`src/common/pbdt_pkg.sv`:
```
// constants and types for the processor bus data tenure block
package pbdt_pkg;
	localparam int unsigned PBDT_DATA_W = 64;
	localparam int unsigned PBDT_LANES = 8;
	localparam int unsigned PBDT_Q_DEPTH = 4;
	localparam logic [1:0] PBDT_BURST_LAST = 2'h3;
	localparam logic [1:0] PBDT_SINGLE_LAST = 2'h0;
	localparam logic [1:0] PBDT_RETRY_WIN = 2'h2;
	localparam logic [PBDT_DATA_W-1:0] PBDT_DATA_RST = 64'h0000_0000_0000_0000;
	localparam logic [PBDT_LANES-1:0] PBDT_PAR_RST = 8'h00;

	typedef enum logic [1:0] {
		PBDT_IDLE,
		PBDT_XFER,
		PBDT_REL
	} pbdt_state_t;

	typedef struct packed {
		logic write;
		logic burst;
	} pbdt_entry_t;

	typedef struct packed {
		pbdt_state_t st;
		pbdt_entry_t [PBDT_Q_DEPTH-1:0] q;
		logic [PBDT_Q_DEPTH-1:0] qv;
		logic wait_ack;
		logic [1:0] win_cnt;
		logic win_retried;
		logic cur_write;
		logic cur_burst;
		logic [1:0] beat;
		logic [PBDT_DATA_W-1:0] dout;
		logic [PBDT_LANES-1:0] pout;
		logic doe_n;
		logic busy_n;
		logic busy_oe_n;
		logic [PBDT_DATA_W-1:0] rdata;
		logic rvalid;
		logic wreq;
		logic done;
		logic err;
		logic checkstop;
		logic [1:0] sync_ack;
		logic [1:0] sync_tea;
		logic [1:0] sync_dbg;
		logic [1:0] sync_perm;
		logic [1:0] sync_ts;
		logic [1:0] sync_address_ack;
		logic [1:0] sync_rty;
	} pbdt_state_s_t;

	// odd parity bit for one byte
	function automatic logic pbdt_odd_par(input logic [7:0] b);
		return ~(^b);
	endfunction : pbdt_odd_par
endpackage : pbdt_pkg

```
`src/verilog/pbdt_data_tenure.sv`:
```
// data tenure engine: grant qualification, reorder, beats, parity
`timescale 1ns/10ps
module pbdt_data_tenure
	import pbdt_pkg::*;
(
	input wire logic ref_clk_i,
	input wire logic reset_i,
	input wire logic data_grant_in_i,
	input wire logic write_reorder_permit_i,
	input wire logic beat_acknowledge_i,
	input wire logic transfer_error_ack_i,
	input wire logic address_retry_i,
	input wire logic transfer_start_i,
	input wire logic address_ack_i,
	input wire logic [PBDT_DATA_W-1:0] data_bus_i,
	input wire logic [PBDT_LANES-1:0] lane_parity_i,
	input wire logic req_valid_i,
	input wire logic req_write_i,
	input wire logic req_burst_i,
	input wire logic [PBDT_DATA_W-1:0] wdata_i,
	input wire logic parity_gen_en_i,
	input wire logic parity_chk_en_i,
	output logic [PBDT_DATA_W-1:0] data_bus_o,
	output logic [PBDT_LANES-1:0] lane_parity_o,
	output logic data_oe_n_o,
	output logic data_busy_out_n_o,
	output logic data_busy_oe_n_o,
	output logic [PBDT_DATA_W-1:0] rdata_o,
	output logic rdata_valid_o,
	output logic wdata_req_o,
	output logic tenure_done_o,
	output logic tenure_err_o,
	output logic checkstop_o
);
	// timing through the block, in bus cycles:
	// every pin passes two flip-flops, so the logic acts two edges after a pin moves
	// data and parity pins get the same two stages, keeping read beats on their ack
	// a transfer start with a user request queues one entry, oldest in slot 0
	// the queue has no gaps unless a start lands in the cycle a retry drops the newest entry; gap free, the newest entry sits below the first free slot
	// the retry window opens on the synced address ack and lasts two cycles
	// a retry seen inside the window removes the newest entry again
	// grant counts only with a queued entry, a closed clean window and an idle side
	// the reorder permit and the entry choice are taken in the qualified grant cycle
	// busy and the first write beat appear on the edge after the qualified grant
	// a write beat stays on the lines until its acknowledge has been seen
	// the next write beat is loaded on the edge after that acknowledge
	// each loaded write beat pulses the user request so the next word can follow
	// a read beat is handed over with a one cycle valid pulse, in beat order
	// the edge after the final acknowledge drives busy high and floats the data
	// one more cycle later the busy line floats as well, so busy is never cut
	// the release cycle also keeps a new tenure from streaming straight on
	// an error acknowledge ends the tenure at once and beats any beat acknowledge
	// a parity error on an acknowledged read beat sets checkstop until reset
	// hazard: the far side sees all answers two cycles late and must pace for it
	// limitation: a full queue of four ignores further transfer starts

	pbdt_state_s_t s_ff;
	pbdt_state_s_t nxt_s;

	// synchronised pin levels, read from the second stage only
	// the first stage may be metastable, so nothing else looks at it
	logic ack; // beat acknowledge
	logic transfer_error_ack; // transfer error acknowledge
	logic dbg; // data grant
	logic perm; // write reorder permit
	logic ts; // transfer start
	logic address_ack; // address acknowledge
	logic rty; // address retry
	assign ack = s_ff.sync_ack[1];
	assign transfer_error_ack = s_ff.sync_tea[1];
	assign dbg = s_ff.sync_dbg[1];
	assign perm = s_ff.sync_perm[1];
	assign ts = s_ff.sync_ts[1];
	assign address_ack = s_ff.sync_address_ack[1];
	assign rty = s_ff.sync_rty[1];

	// data bus pins sampled twice so reads line up with acknowledge
	// ack and data pass the same depth, so the beat seen is the beat acknowledged
	logic [PBDT_DATA_W-1:0] din_a_ff; // first stage, read by nothing else
	logic [PBDT_DATA_W-1:0] din_b_ff;
	logic [PBDT_LANES-1:0] pin_a_ff;
	logic [PBDT_LANES-1:0] pin_b_ff;
	always_ff @(posedge ref_clk_i or posedge reset_i) begin
		if (reset_i) begin
			din_a_ff <= PBDT_DATA_RST;
			din_b_ff <= PBDT_DATA_RST;
			pin_a_ff <= PBDT_PAR_RST;
			pin_b_ff <= PBDT_PAR_RST;
		end else begin
			din_a_ff <= data_bus_i;
			din_b_ff <= din_a_ff;
			pin_a_ff <= lane_parity_i;
			pin_b_ff <= pin_a_ff;
		end
	end

	// lane parity of a 64-bit word, lane 0 in the top byte of the high half
	function automatic logic [PBDT_LANES-1:0] lane_par(input logic [PBDT_DATA_W-1:0] d);
		logic [PBDT_LANES-1:0] p;
		p = '0;
		for (int i = 0; i < PBDT_LANES; i++) begin
			p[PBDT_LANES-1-i] = pbdt_odd_par(d[PBDT_DATA_W-1-8*i -: 8]);
		end
		return p;
	endfunction : lane_par

	// lane parity for a write beat, held low when generation is off
	function automatic logic [PBDT_LANES-1:0] beat_par(input logic en,
		input logic [PBDT_DATA_W-1:0] d);
		return en ? lane_par(d) : PBDT_PAR_RST;
	endfunction : beat_par

	// index of the last beat for a tenure of this kind
	function automatic logic [1:0] last_beat(input logic burst);
		return burst ? PBDT_BURST_LAST : PBDT_SINGLE_LAST;
	endfunction : last_beat

	// first free slot; with no gaps it follows the newest entry
	function automatic logic [1:0] free_slot(input logic [PBDT_Q_DEPTH-1:0] v);
		logic [1:0] f;
		f = 2'h0;
		for (int i = PBDT_Q_DEPTH-1; i >= 0; i--) begin
			if (!v[i]) begin
				f = 2'(i);
			end
		end
		return f;
	endfunction : free_slot

	// highest valid slot, which holds the newest entry
	function automatic logic [1:0] newest_slot(input logic [PBDT_Q_DEPTH-1:0] v);
		logic [1:0] n;
		n = 2'h0;
		for (int i = 0; i < PBDT_Q_DEPTH; i++) begin
			if (v[i]) begin
				n = 2'(i);
			end
		end
		return n;
	endfunction : newest_slot

	logic qgrant;
	logic pick_write;
	logic [1:0] sel;
	logic have_write;
	logic [1:0] first_write;
	logic final_beat;
	logic [PBDT_LANES-1:0] par_bad;
	logic win_clean;
	logic side_idle;

	// queue search and grant qualification
	always_comb begin
		have_write = 1'b0;
		first_write = 2'h0;
		// the oldest write is the lowest valid slot holding a write
		for (int i = PBDT_Q_DEPTH-1; i >= 0; i--) begin
			if (s_ff.qv[i] && s_ff.q[i].write) begin
				have_write = 1'b1;
				first_write = 2'(i);
			end
		end
		// address tenure acknowledged and its retry window over and clean
		win_clean = !s_ff.wait_ack && !s_ff.win_retried && (s_ff.win_cnt == 2'h0);
		// no tenure running and none released in the last cycle
		side_idle = s_ff.st == PBDT_IDLE;
		// grant only counts once an address tenure queued data and its window is clean
		qgrant = dbg && s_ff.qv[0] && win_clean && side_idle;
		// permit sampled only here; without a write it is ignored
		pick_write = perm && have_write;
		sel = pick_write ? first_write : 2'h0;
		final_beat = s_ff.beat == last_beat(s_ff.cur_burst);
		par_bad = ~(lane_par(din_b_ff) ^ ~pin_b_ff);
	end

	// next state
	always_comb begin
		nxt_s = s_ff;
		nxt_s.sync_ack = {s_ff.sync_ack[0], beat_acknowledge_i};
		nxt_s.sync_tea = {s_ff.sync_tea[0], transfer_error_ack_i};
		nxt_s.sync_dbg = {s_ff.sync_dbg[0], data_grant_in_i};
		nxt_s.sync_perm = {s_ff.sync_perm[0], write_reorder_permit_i};
		nxt_s.sync_ts = {s_ff.sync_ts[0], transfer_start_i};
		nxt_s.sync_address_ack = {s_ff.sync_address_ack[0], address_ack_i};
		nxt_s.sync_rty = {s_ff.sync_rty[0], address_retry_i};
		// pulses last one cycle unless set again below
		nxt_s.rvalid = 1'b0;
		nxt_s.wreq = 1'b0;
		nxt_s.done = 1'b0;
		nxt_s.err = 1'b0;

		// address tenure tracking: start queues entry, retry window follows ack
		if (ts && req_valid_i && !s_ff.qv[PBDT_Q_DEPTH-1]) begin
			nxt_s.wait_ack = 1'b1;
		end
		// the window counts down from the synced address ack
		if (s_ff.wait_ack && address_ack) begin
			nxt_s.wait_ack = 1'b0;
			nxt_s.win_cnt = PBDT_RETRY_WIN;
			nxt_s.win_retried = rty;
		end else if (s_ff.win_cnt != 2'h0) begin
			nxt_s.win_cnt = s_ff.win_cnt - 2'h1;
			if (rty) begin
				nxt_s.win_retried = 1'b1;
			end
		end else begin
			// the retried flag clears once the window is over
			nxt_s.win_retried = 1'b0;
		end

		// enqueue on transfer start into the slot after the newest entry
		// a full queue ignores the start; the far side must not exceed four
		if (ts && req_valid_i && !s_ff.qv[PBDT_Q_DEPTH-1]) begin
			nxt_s.qv[free_slot(s_ff.qv)] = 1'b1;
			nxt_s.q[free_slot(s_ff.qv)].write = req_write_i;
			nxt_s.q[free_slot(s_ff.qv)].burst = req_burst_i;
		end

		// a retry seen in the window drops the newest entry again
		if (s_ff.win_cnt == 2'h1 && (s_ff.win_retried || rty)) begin
			nxt_s.qv[newest_slot(s_ff.qv)] = 1'b0;
		end

		unique case (s_ff.st)
			PBDT_IDLE: begin
				if (qgrant) begin
					// remove chosen entry and close the gap
					// shifting the next copy keeps a start queued in this same cycle
					nxt_s.cur_write = s_ff.q[sel].write;
					nxt_s.cur_burst = s_ff.q[sel].burst;
					for (int i = 0; i < PBDT_Q_DEPTH-1; i++) begin
						if (i >= int'(sel)) begin
							nxt_s.q[i] = nxt_s.q[i+1];
							nxt_s.qv[i] = nxt_s.qv[i+1];
						end
					end
					nxt_s.q[PBDT_Q_DEPTH-1] = '0;
					nxt_s.qv[PBDT_Q_DEPTH-1] = 1'b0;
					nxt_s.beat = 2'h0;
					nxt_s.busy_n = 1'b0;
					nxt_s.busy_oe_n = 1'b0;
					nxt_s.st = PBDT_XFER;
					if (s_ff.q[sel].write) begin
						nxt_s.dout = wdata_i;
						nxt_s.pout = beat_par(parity_gen_en_i, wdata_i);
						nxt_s.doe_n = 1'b0;
						nxt_s.wreq = 1'b1;
					end
				end
			end
			PBDT_XFER: begin
				if (transfer_error_ack) begin
					// error overrides acknowledge and ends the tenure
					nxt_s.busy_n = 1'b1;
					nxt_s.doe_n = 1'b1;
					nxt_s.err = 1'b1;
					nxt_s.st = PBDT_REL;
				// acknowledge ends one beat; read data comes from the matching stage
				end else if (ack) begin
					if (!s_ff.cur_write) begin
						nxt_s.rdata = din_b_ff;
						nxt_s.rvalid = 1'b1;
						if (parity_chk_en_i && (par_bad != '0)) begin
							nxt_s.checkstop = 1'b1;
						end
					end
					// last beat: busy goes high now and floats one cycle later
					if (final_beat) begin
						nxt_s.busy_n = 1'b1;
						nxt_s.doe_n = 1'b1;
						nxt_s.done = 1'b1;
						nxt_s.st = PBDT_REL;
					end else begin
						nxt_s.beat = s_ff.beat + 2'h1;
						if (s_ff.cur_write) begin
							nxt_s.dout = wdata_i;
							nxt_s.pout = beat_par(parity_gen_en_i, wdata_i);
							nxt_s.wreq = 1'b1;
						end
					end
				end
				// no acknowledge: outputs hold
			end
			PBDT_REL: begin
				// negated for one full cycle, then released
				nxt_s.busy_oe_n = 1'b1;
				nxt_s.st = PBDT_IDLE;
			end
			default: nxt_s.st = PBDT_IDLE;
		endcase

		// a retry inside the window aborts the running tenure, whichever transaction it belongs to
		// the grant waits for a closed window, so this only guards a late retry
		if (s_ff.st == PBDT_XFER && s_ff.win_cnt != 2'h0 && rty) begin
			nxt_s.busy_n = 1'b1;
			nxt_s.doe_n = 1'b1;
			nxt_s.st = PBDT_REL;
		end
	end

	// state register
	// the reset branch loads constants only
	always_ff @(posedge ref_clk_i or posedge reset_i) begin
		if (reset_i) begin
			s_ff <= '{
				st: PBDT_IDLE,
				doe_n: 1'b1, // data lines float
				busy_n: 1'b1,
				busy_oe_n: 1'b1, // busy line floats
				dout: PBDT_DATA_RST,
				rdata: PBDT_DATA_RST,
				default: '0
			};
		end else begin
			s_ff <= nxt_s;
		end
	end

	// pin outputs straight from the state register
	assign data_bus_o = s_ff.dout;
	assign lane_parity_o = s_ff.pout;
	assign data_oe_n_o = s_ff.doe_n;
	assign data_busy_out_n_o = s_ff.busy_n;
	assign data_busy_oe_n_o = s_ff.busy_oe_n;

	// user side outputs, also registered
	assign rdata_o = s_ff.rdata;
	assign rdata_valid_o = s_ff.rvalid;
	assign wdata_req_o = s_ff.wreq;
	assign tenure_done_o = s_ff.done;
	assign tenure_err_o = s_ff.err;
	assign checkstop_o = s_ff.checkstop;
endmodule : pbdt_data_tenure

```
`config.mk`:
```
export PLATFORM = sky130hd
export DESIGN_NAME = pbdt_data_tenure
export DESIGN_NICKNAME = d
export VERILOG_FILES = /design/src/common/pbdt_pkg.sv /design/src/verilog/pbdt_data_tenure.sv
export SDC_FILE = /design/constraint.sdc
export NUM_CORES = 1
export LEC_CHECK = 0
export BUFFER_PORTS_ARGS = -buffer_cell sky130_fd_sc_hd__buf_2
export CAP_MARGIN = 20
export CORE_ASPECT_RATIO = 0.5
export CORE_MARGIN = 5
export CORE_UTILIZATION = 45
export CTS_BUF_LIST = sky130_fd_sc_hd__clkbuf_8
export CTS_CLUSTER_SIZE = 24
export DETAILED_ROUTE_END_ITERATION = 10
export GPL_TIMING_DRIVEN = 1
export PLACE_DENSITY = 0.68
export SETUP_SLACK_MARGIN = 0.2
export SYNTH_ARGS = -nofsm -noshare
export SYNTH_HDL_FRONTEND = slang
export SYNTH_SLANG_ARGS = --single-unit
```
`constraint.sdc`:
```
create_clock -name ref_clk_i -period 11.75 [get_ports ref_clk_i]
set_input_delay 0.5875 -clock ref_clk_i [delete_from_list [all_inputs] [get_ports ref_clk_i]]
set_output_delay 0.5875 -clock ref_clk_i [all_outputs]
set_load 0.01 [all_outputs]
```
==> Yosys cells after proc, flatten, opt, wreduce, memory -nomap -nowiden <==
Cells that the tools add are included.
{ "word_totals": {"mem_bits_rw": 0, "memories": 0, "elab_cells": 224, "rom_bits": 0, "register_bits": 324, "output_inout_bits": 144, "latch_bits": 0, "in_bits": 150} }
{ "op_classes": {"n_bitwise": 24, "multipliers": 0, "shifts": 0, "div": 0, "n_reduce_logical": 57, "n_mux": 80, "n_lt_le_gt_ge": 8, "addsub": 2, "n_eq_ne": 15} }
{ "op_table": {"columns": ["cell", "n"], "rows": [
  ["case mux 76 bit (2 select lines)", 1],
  ["2-to-1 mux 74 bit", 2],
  ["parity 8 bit", 16],
  ["2-to-1 mux 77 bit", 1],
  ["2-to-1 mux 76 bit", 1],
  ["2-to-1 mux 73 bit", 1],
  ["2-to-1 mux 72 bit", 1],
  ["2-to-1 mux 2 bit", 27],
  ["2-to-1 mux 1 bit", 27],
  ["2-to-1 mux 12 bit", 2],
  ["logical AND 1 bit", 19],
  ["NOT 1 bit", 18],
  ["bitwise mux 8 bit", 2],
  ["NOT 8 bit", 2],
  ["AND reduction 5 bit", 3],
  ["2-to-1 mux 14 bit", 1],
  ["2-to-1 mux 3 bit", 4],
  ["!= test 2 bit, second input constant", 5],
  ["nonzero test 2 bit", 5],
  ["less-than comparator 2 x 3 -> 1 bit, second input constant", 3],
  ["demux 2 bit (select 2 bit)", 2],
  ["2-to-1 mux 8 bit", 1],
  ["!= test 4 x 3 -> 1 bit, second input constant", 2],
  ["AND reduction 4 bit", 2],
  ["other kinds (29)", 38]
]} }

==> Depth between registers and ports, before layout <==
{ "depth": {"ltp_word": 18, "depth_mapped": 10, "mapped_depth_nobuf": 7} }

==> Worst setup path before layout <==
Ideal clock, no wire load.
{ "synth_path": {"path_kind": "register to register", "startpoint": "reg s_ff[163] in the netlist's numbering", "endpoint": "reg s_ff (netlist bit data_bus_o[10])", "path_slack_ns": 9.702, "path_stages_with_launch": 10, "n_path_buf": 3, "setup_time_ns": 0.125, "period_less_slack_ns": 2.048, "t_arrival_ns": 1.923, "required_ns": 11.625, "cell_sequence": "dfrtp_1 > inv_1 > ha_1 > clkbuf_1 > nand4_4 > nor2b_1 > a21o_1 > buf_6 > buf_6 > mux2_4"} }
{ "synth_between": {"elab_chain_cells": 6} }
{ "synth_lines": {"columns": ["item", "line", "source"], "rows": [
  ["start, declared", "pbdt_data_tenure.sv:57", "pbdt_state_s_t s_ff;"],
  ["start signal, assigned", "pbdt_data_tenure.sv:305", "s_ff <= '{"],
  ["start signal, assigned", "pbdt_data_tenure.sv:315", "s_ff <= nxt_s;"],
  ["zero test 2 bit", "pbdt_data_tenure.sv:164", "win_clean = !s_ff.wait_ack && !s_ff.win_retried && (s_ff.win_cnt == 2'h0);"],
  ["logical AND 1 bit", "pbdt_data_tenure.sv:164", null],
  ["logical AND 1 bit (2 in a row)", "pbdt_data_tenure.sv:168", "qgrant = dbg && s_ff.qv[0] && win_clean && side_idle;"],
  ["!= test 2 bit (no source line)", null, null],
  ["AND reduction 7 bit (no source line)", null, null]
]} }
Every way passes these cells.
A chain may end at the register's enable or synchronous reset.

==> Final worst setup path <==
{ "layout_path": {"startpoint": "reg s_ff[163] in the netlist's numbering", "endpoint": "reg s_ff (netlist bit data_bus_o[63])"} }
The elaborated chain is that of the path after synthesis.

==> summary.log <==
qor: worst_setup_path.worstSetupPathType reg2reg
qor: sta.clock_skew 0.01693 ns
qor: grt.via_count_of_the_first_global_routing_pass 7681
qor: worst_setup_path.r2r_end data_bus_o[63]
qor: power.largest_vdd_supply_drop 68.32 µV
qor: yosys.fraction_of_the_yosys_area_taken_by_sequential_cells 62.40%
qor: layout.area_growth_synth_to_finish 14.49%
qor: sta.slew_headroom 37.12%
qor: sta.finalWorstPathRequiredPeriod 3.065 ns
qor: detailed_routing.via_per_inst 4.613
qor: sta.final-setup-viol-count 0
qor: grt.antenna_found_initial 1
qor: cts.cts.sink_count 324
qor: worst_hold_path.hold_path_startpoint data_bus_i[13]
qor: yosys.post_synth_num_cell_types 51
qor: detailed_routing.routed_length_on_met3 1235 µm
qor: yosys.synth_area_per_cell 14.72 µm²
qor: worst_setup_path.critical_path.max_fanout 59
qor: worst_setup_path.critPathLaunchType register
qor: cts.htree_num_levels 2
qor: worst_setup_path.endpoint_kind register
qor: worst_hold_path.hold_class in2reg
qor: sta.finalMaxSlewViolations 0
qor: worst_setup_path.critical_path.max_stage_delay 0.79 ns
qor: placed_design.placedInstanceArea 13830 µm²
qor: yosys.postSynthRegisterBits 324
qor: grt.overall_global_routing_resource_usage 15.89%
qor: worst_setup_path.required_time_at_the_endpoint_of_the_critical_path 12.21 ns
qor: layout.layout-drive-gt1-share 46.29%
qor: cts.quantity_of_hold_fixing_buffers_added_after_cts 0
qor: worst_setup_path.critical_path.reg2reg.startpoint s_ff[163]
qor: layout.antenna_cells 0
qor: die.core 28740 µm²
qor: layout.final_nets 1224
qor: sta.timing.final.hold_violations 0
qor: layout.stdcell_area 14880 µm²
qor: placed_design.place.port_buffers 293
qor: cts.clock_buffer_count_from_cts 46
qor: cts.clock_transition_at_path_regs 0.07 ns
qor: layout.final_cell_mix 321 x dfrtp_1, 293 x buf_2, 97 x xnor2_1
qor: sta.tightestPinTransition 0.9432 ns
qor: detailed_routing.dr.pass1.iters 6
qor: cts.post-cts-setup-buffer-count 0
qor: grt.grt_overflow 0
qor: detailed_routing.drtIter0Drc 312
qor: yosys.netlist_instances 883
qor: layout.most_common_library_cell_in_the_layout_ignoring_fill_and_taps dfrtp_1
qor: die.floorplan.rows 44
qor: cts.cts_tree done
qor: power.cellLeakagePower 0.007563 µW
qor: yosys.synth_warnings 0
qor: sta.hold-worst-slack 0.1189 ns
qor: detailed_routing.detail_route.wirelength 26310 µm
qor: yosys.synth_top_flop_cell dfrtp_1
qor: worst_hold_path.hold_depth 1
qor: sta.grt_setup_unrepaired no
qor: sta.final.setup.tns 0 ns
qor: worst_setup_path.critical_path.cell_chain inv_1, ha_1, nand4_4, nor2b_1, a21o_4, buf_4, mux2_2
qor: cts.resize_count_post_cts 0
qor: sta.post-route-period-util 26.08%
qor: run_status.outcome finished, final reports clean
qor: detailed_routing.drc 0
qor: sta.maxClockFrequency 326.3 MHz
qor: die.floorplan.initialDensity 45.24%
qor: grt.wire_length_of_the_first_global_routing_pass 41250 µm
qor: placed_design.dp_hpwl 18700 µm
qor: yosys.synth_fp_nets 1035
qor: run.drv_cap 0
qor: grt.grt_max_degree 110
qor: worst_setup_path.regToRegSetupSlack 8.69 ns
qor: power.report.power.total 2265 µW
qor: cts.cts-root-buf clkbuf_8
qor: detailed_routing.met2_wirelength 14040 µm
qor: die.die_ht 130.2 µm
qor: worst_setup_path.timing.reg2reg.worst_path_depth 7
qor: detailed_routing.top_layer met5
qor: placed_design.gp_congestion 0.8267
qor: worst_setup_path.worst_setup_path_startpoint s_ff[163]
qor: die.ios 294
qor: worst_setup_path.worstPathArrival 3.53 ns
qor: worst_setup_path.critical_path_s_slowest_cell buf_4
qor: detailed_routing.remaining_antenna_violation_count_after_routing 0
qor: cts.clk-insertion-delay-late 0.58 ns
qor: cts.cts_max_path_buffers 3
qor: die.die-width 250.4 µm
qor: die.floorplan.die_area 32590 µm²
qor: yosys.postSynth.asyncResetShare 100.0%
qor: yosys.post_synth_instance_area 13000 µm²
qor: detailed_routing.met1Wirelength 10480 µm
qor: detailed_routing.dr_total_vias 6906
qor: yosys.synth-edff-count 0
qor: power.pwrdens 152.1 nW/µm²
qor: detailed_routing.wl_per_cell 17.58 µm
qor: worst_hold_path.worstHoldEndpoint din_a_ff[13]
==> critical path, delay by kind of cell, from the launching register on <==
| family | cells | cell delay, ns |
|---|---|---|
| and+or+nand+nor | 2 | 0.46 |
| DFF | 1 | 0.40 |
| AOI/OAI and AO/OA | 1 | 0.40 |
| adders and majority gates | 1 | 0.36 |
| muxes | 1 | 0.42 |
| buffers and inverters | 2 | 0.85 |
==> layer usage <==
metal	vias up	GRT usage, %
li1	3187	-
met1	3541	19.12
met2	142	28.69
met3	34	3.963
met4	2	4.970
met5	-	0
==> Yosys cell counts, types with 3 or more instances <==
master | instances | area share [%]
nand2b_1 | 4 | 0.19
mux2i_1 | 5 | 0.39
xnor2_1 | 97 | 6.5
xnor3_1 | 6 | 1.0
nor3_1 | 8 | 0.31
dfstp_2 | 3 | 0.61
a21o_1 | 3 | 0.17
a21oi_1 | 11 | 0.42
o21ai_0 | 17 | 0.65
buf_1 | 3 | 0.087
buf_6 | 9 | 0.78
nor2_1 | 19 | 0.55
inv_1 | 18 | 0.52
buf_4 | 137 | 7.9
buf_2 | 6 | 0.23
o31ai_1 | 3 | 0.17
dfrtp_1 | 321 | 62
nand3_1 | 14 | 0.54
xor2_1 | 13 | 0.88
mux2_2 | 68 | 5.9
mux2_4 | 63 | 7.3
clkbuf_1 | 3 | 0.087
nand2_1 | 14 | 0.40
==> through the flow <==
stage                     setup slack, ns  utilization, %  cells
final                               8.685           51.79   1497
after global placement              8.599           48.14   1414
after floorplan                     2.198               -    883
after global routing                8.530           51.79   1497
after detailed placement            8.470           48.14   1414
after CTS                           8.682           51.70   1496
==> cell families (layout without fill, tap and decap cells) <==
group	Yosys count	after routing	share of synthesized area [%]
buf+inv	176	399	9.615
compound gates	54	54	2.830
xor+xnor	116	116	8.450
fa+ha+maj	2	2	0.1925
flops	324	324	62.40
mux	136	136	13.55
simple gates	75	75	2.964
==> worst max path at each step <==
| stage | endpoint | slack, ns | cells after the start |
|---|---|---|---|
| final | data_bus_o[63] | 8.69 | 7 |
| after global routing | data_bus_o[63] | 8.53 | 7 |
| after CTS | data_bus_o[63] | 8.68 | 7 |
| after detailed placement | din_b_ff[43] | 8.47 | 4 |
| after global placement | din_b_ff[47] | 8.60 | 4 |
| after floorplan | ack | 2.20 | 1 |
==> registers in the layout (all words and copies together), names as in the netlist, 7 cells and up <==
name,flops
s_ff,24
pin_b_ff,8
din_a_ff,64
nxt_s,7
rdata_o,64
data_bus_o,64
pin_a_ff,8
lane_parity_o,8
din_b_ff,64
==> power breakdown <==
group | switching [µW] | internal, µW | total [µW]
clock | 429 | 538 | 967
combinational | 72.0 | 70.0 | 142
sequential | 12.2 | 1140 | 1160
==> final cells by class <==
class / count / area [µm²]
Clock buffer: 62 / 853.3
Timing Repair Buffer: 299 / 1531
Fill cell: 2478 / 13850
Inverter: 18 / 75.07
Clock inverter: 20 / 170.2
Sequential cell: 324 / 8112
Multi-Input combinational cell: 383 / 3654
Tap cell: 391 / 489.2
No activity file was read; power rests on OpenSTA's default activity.
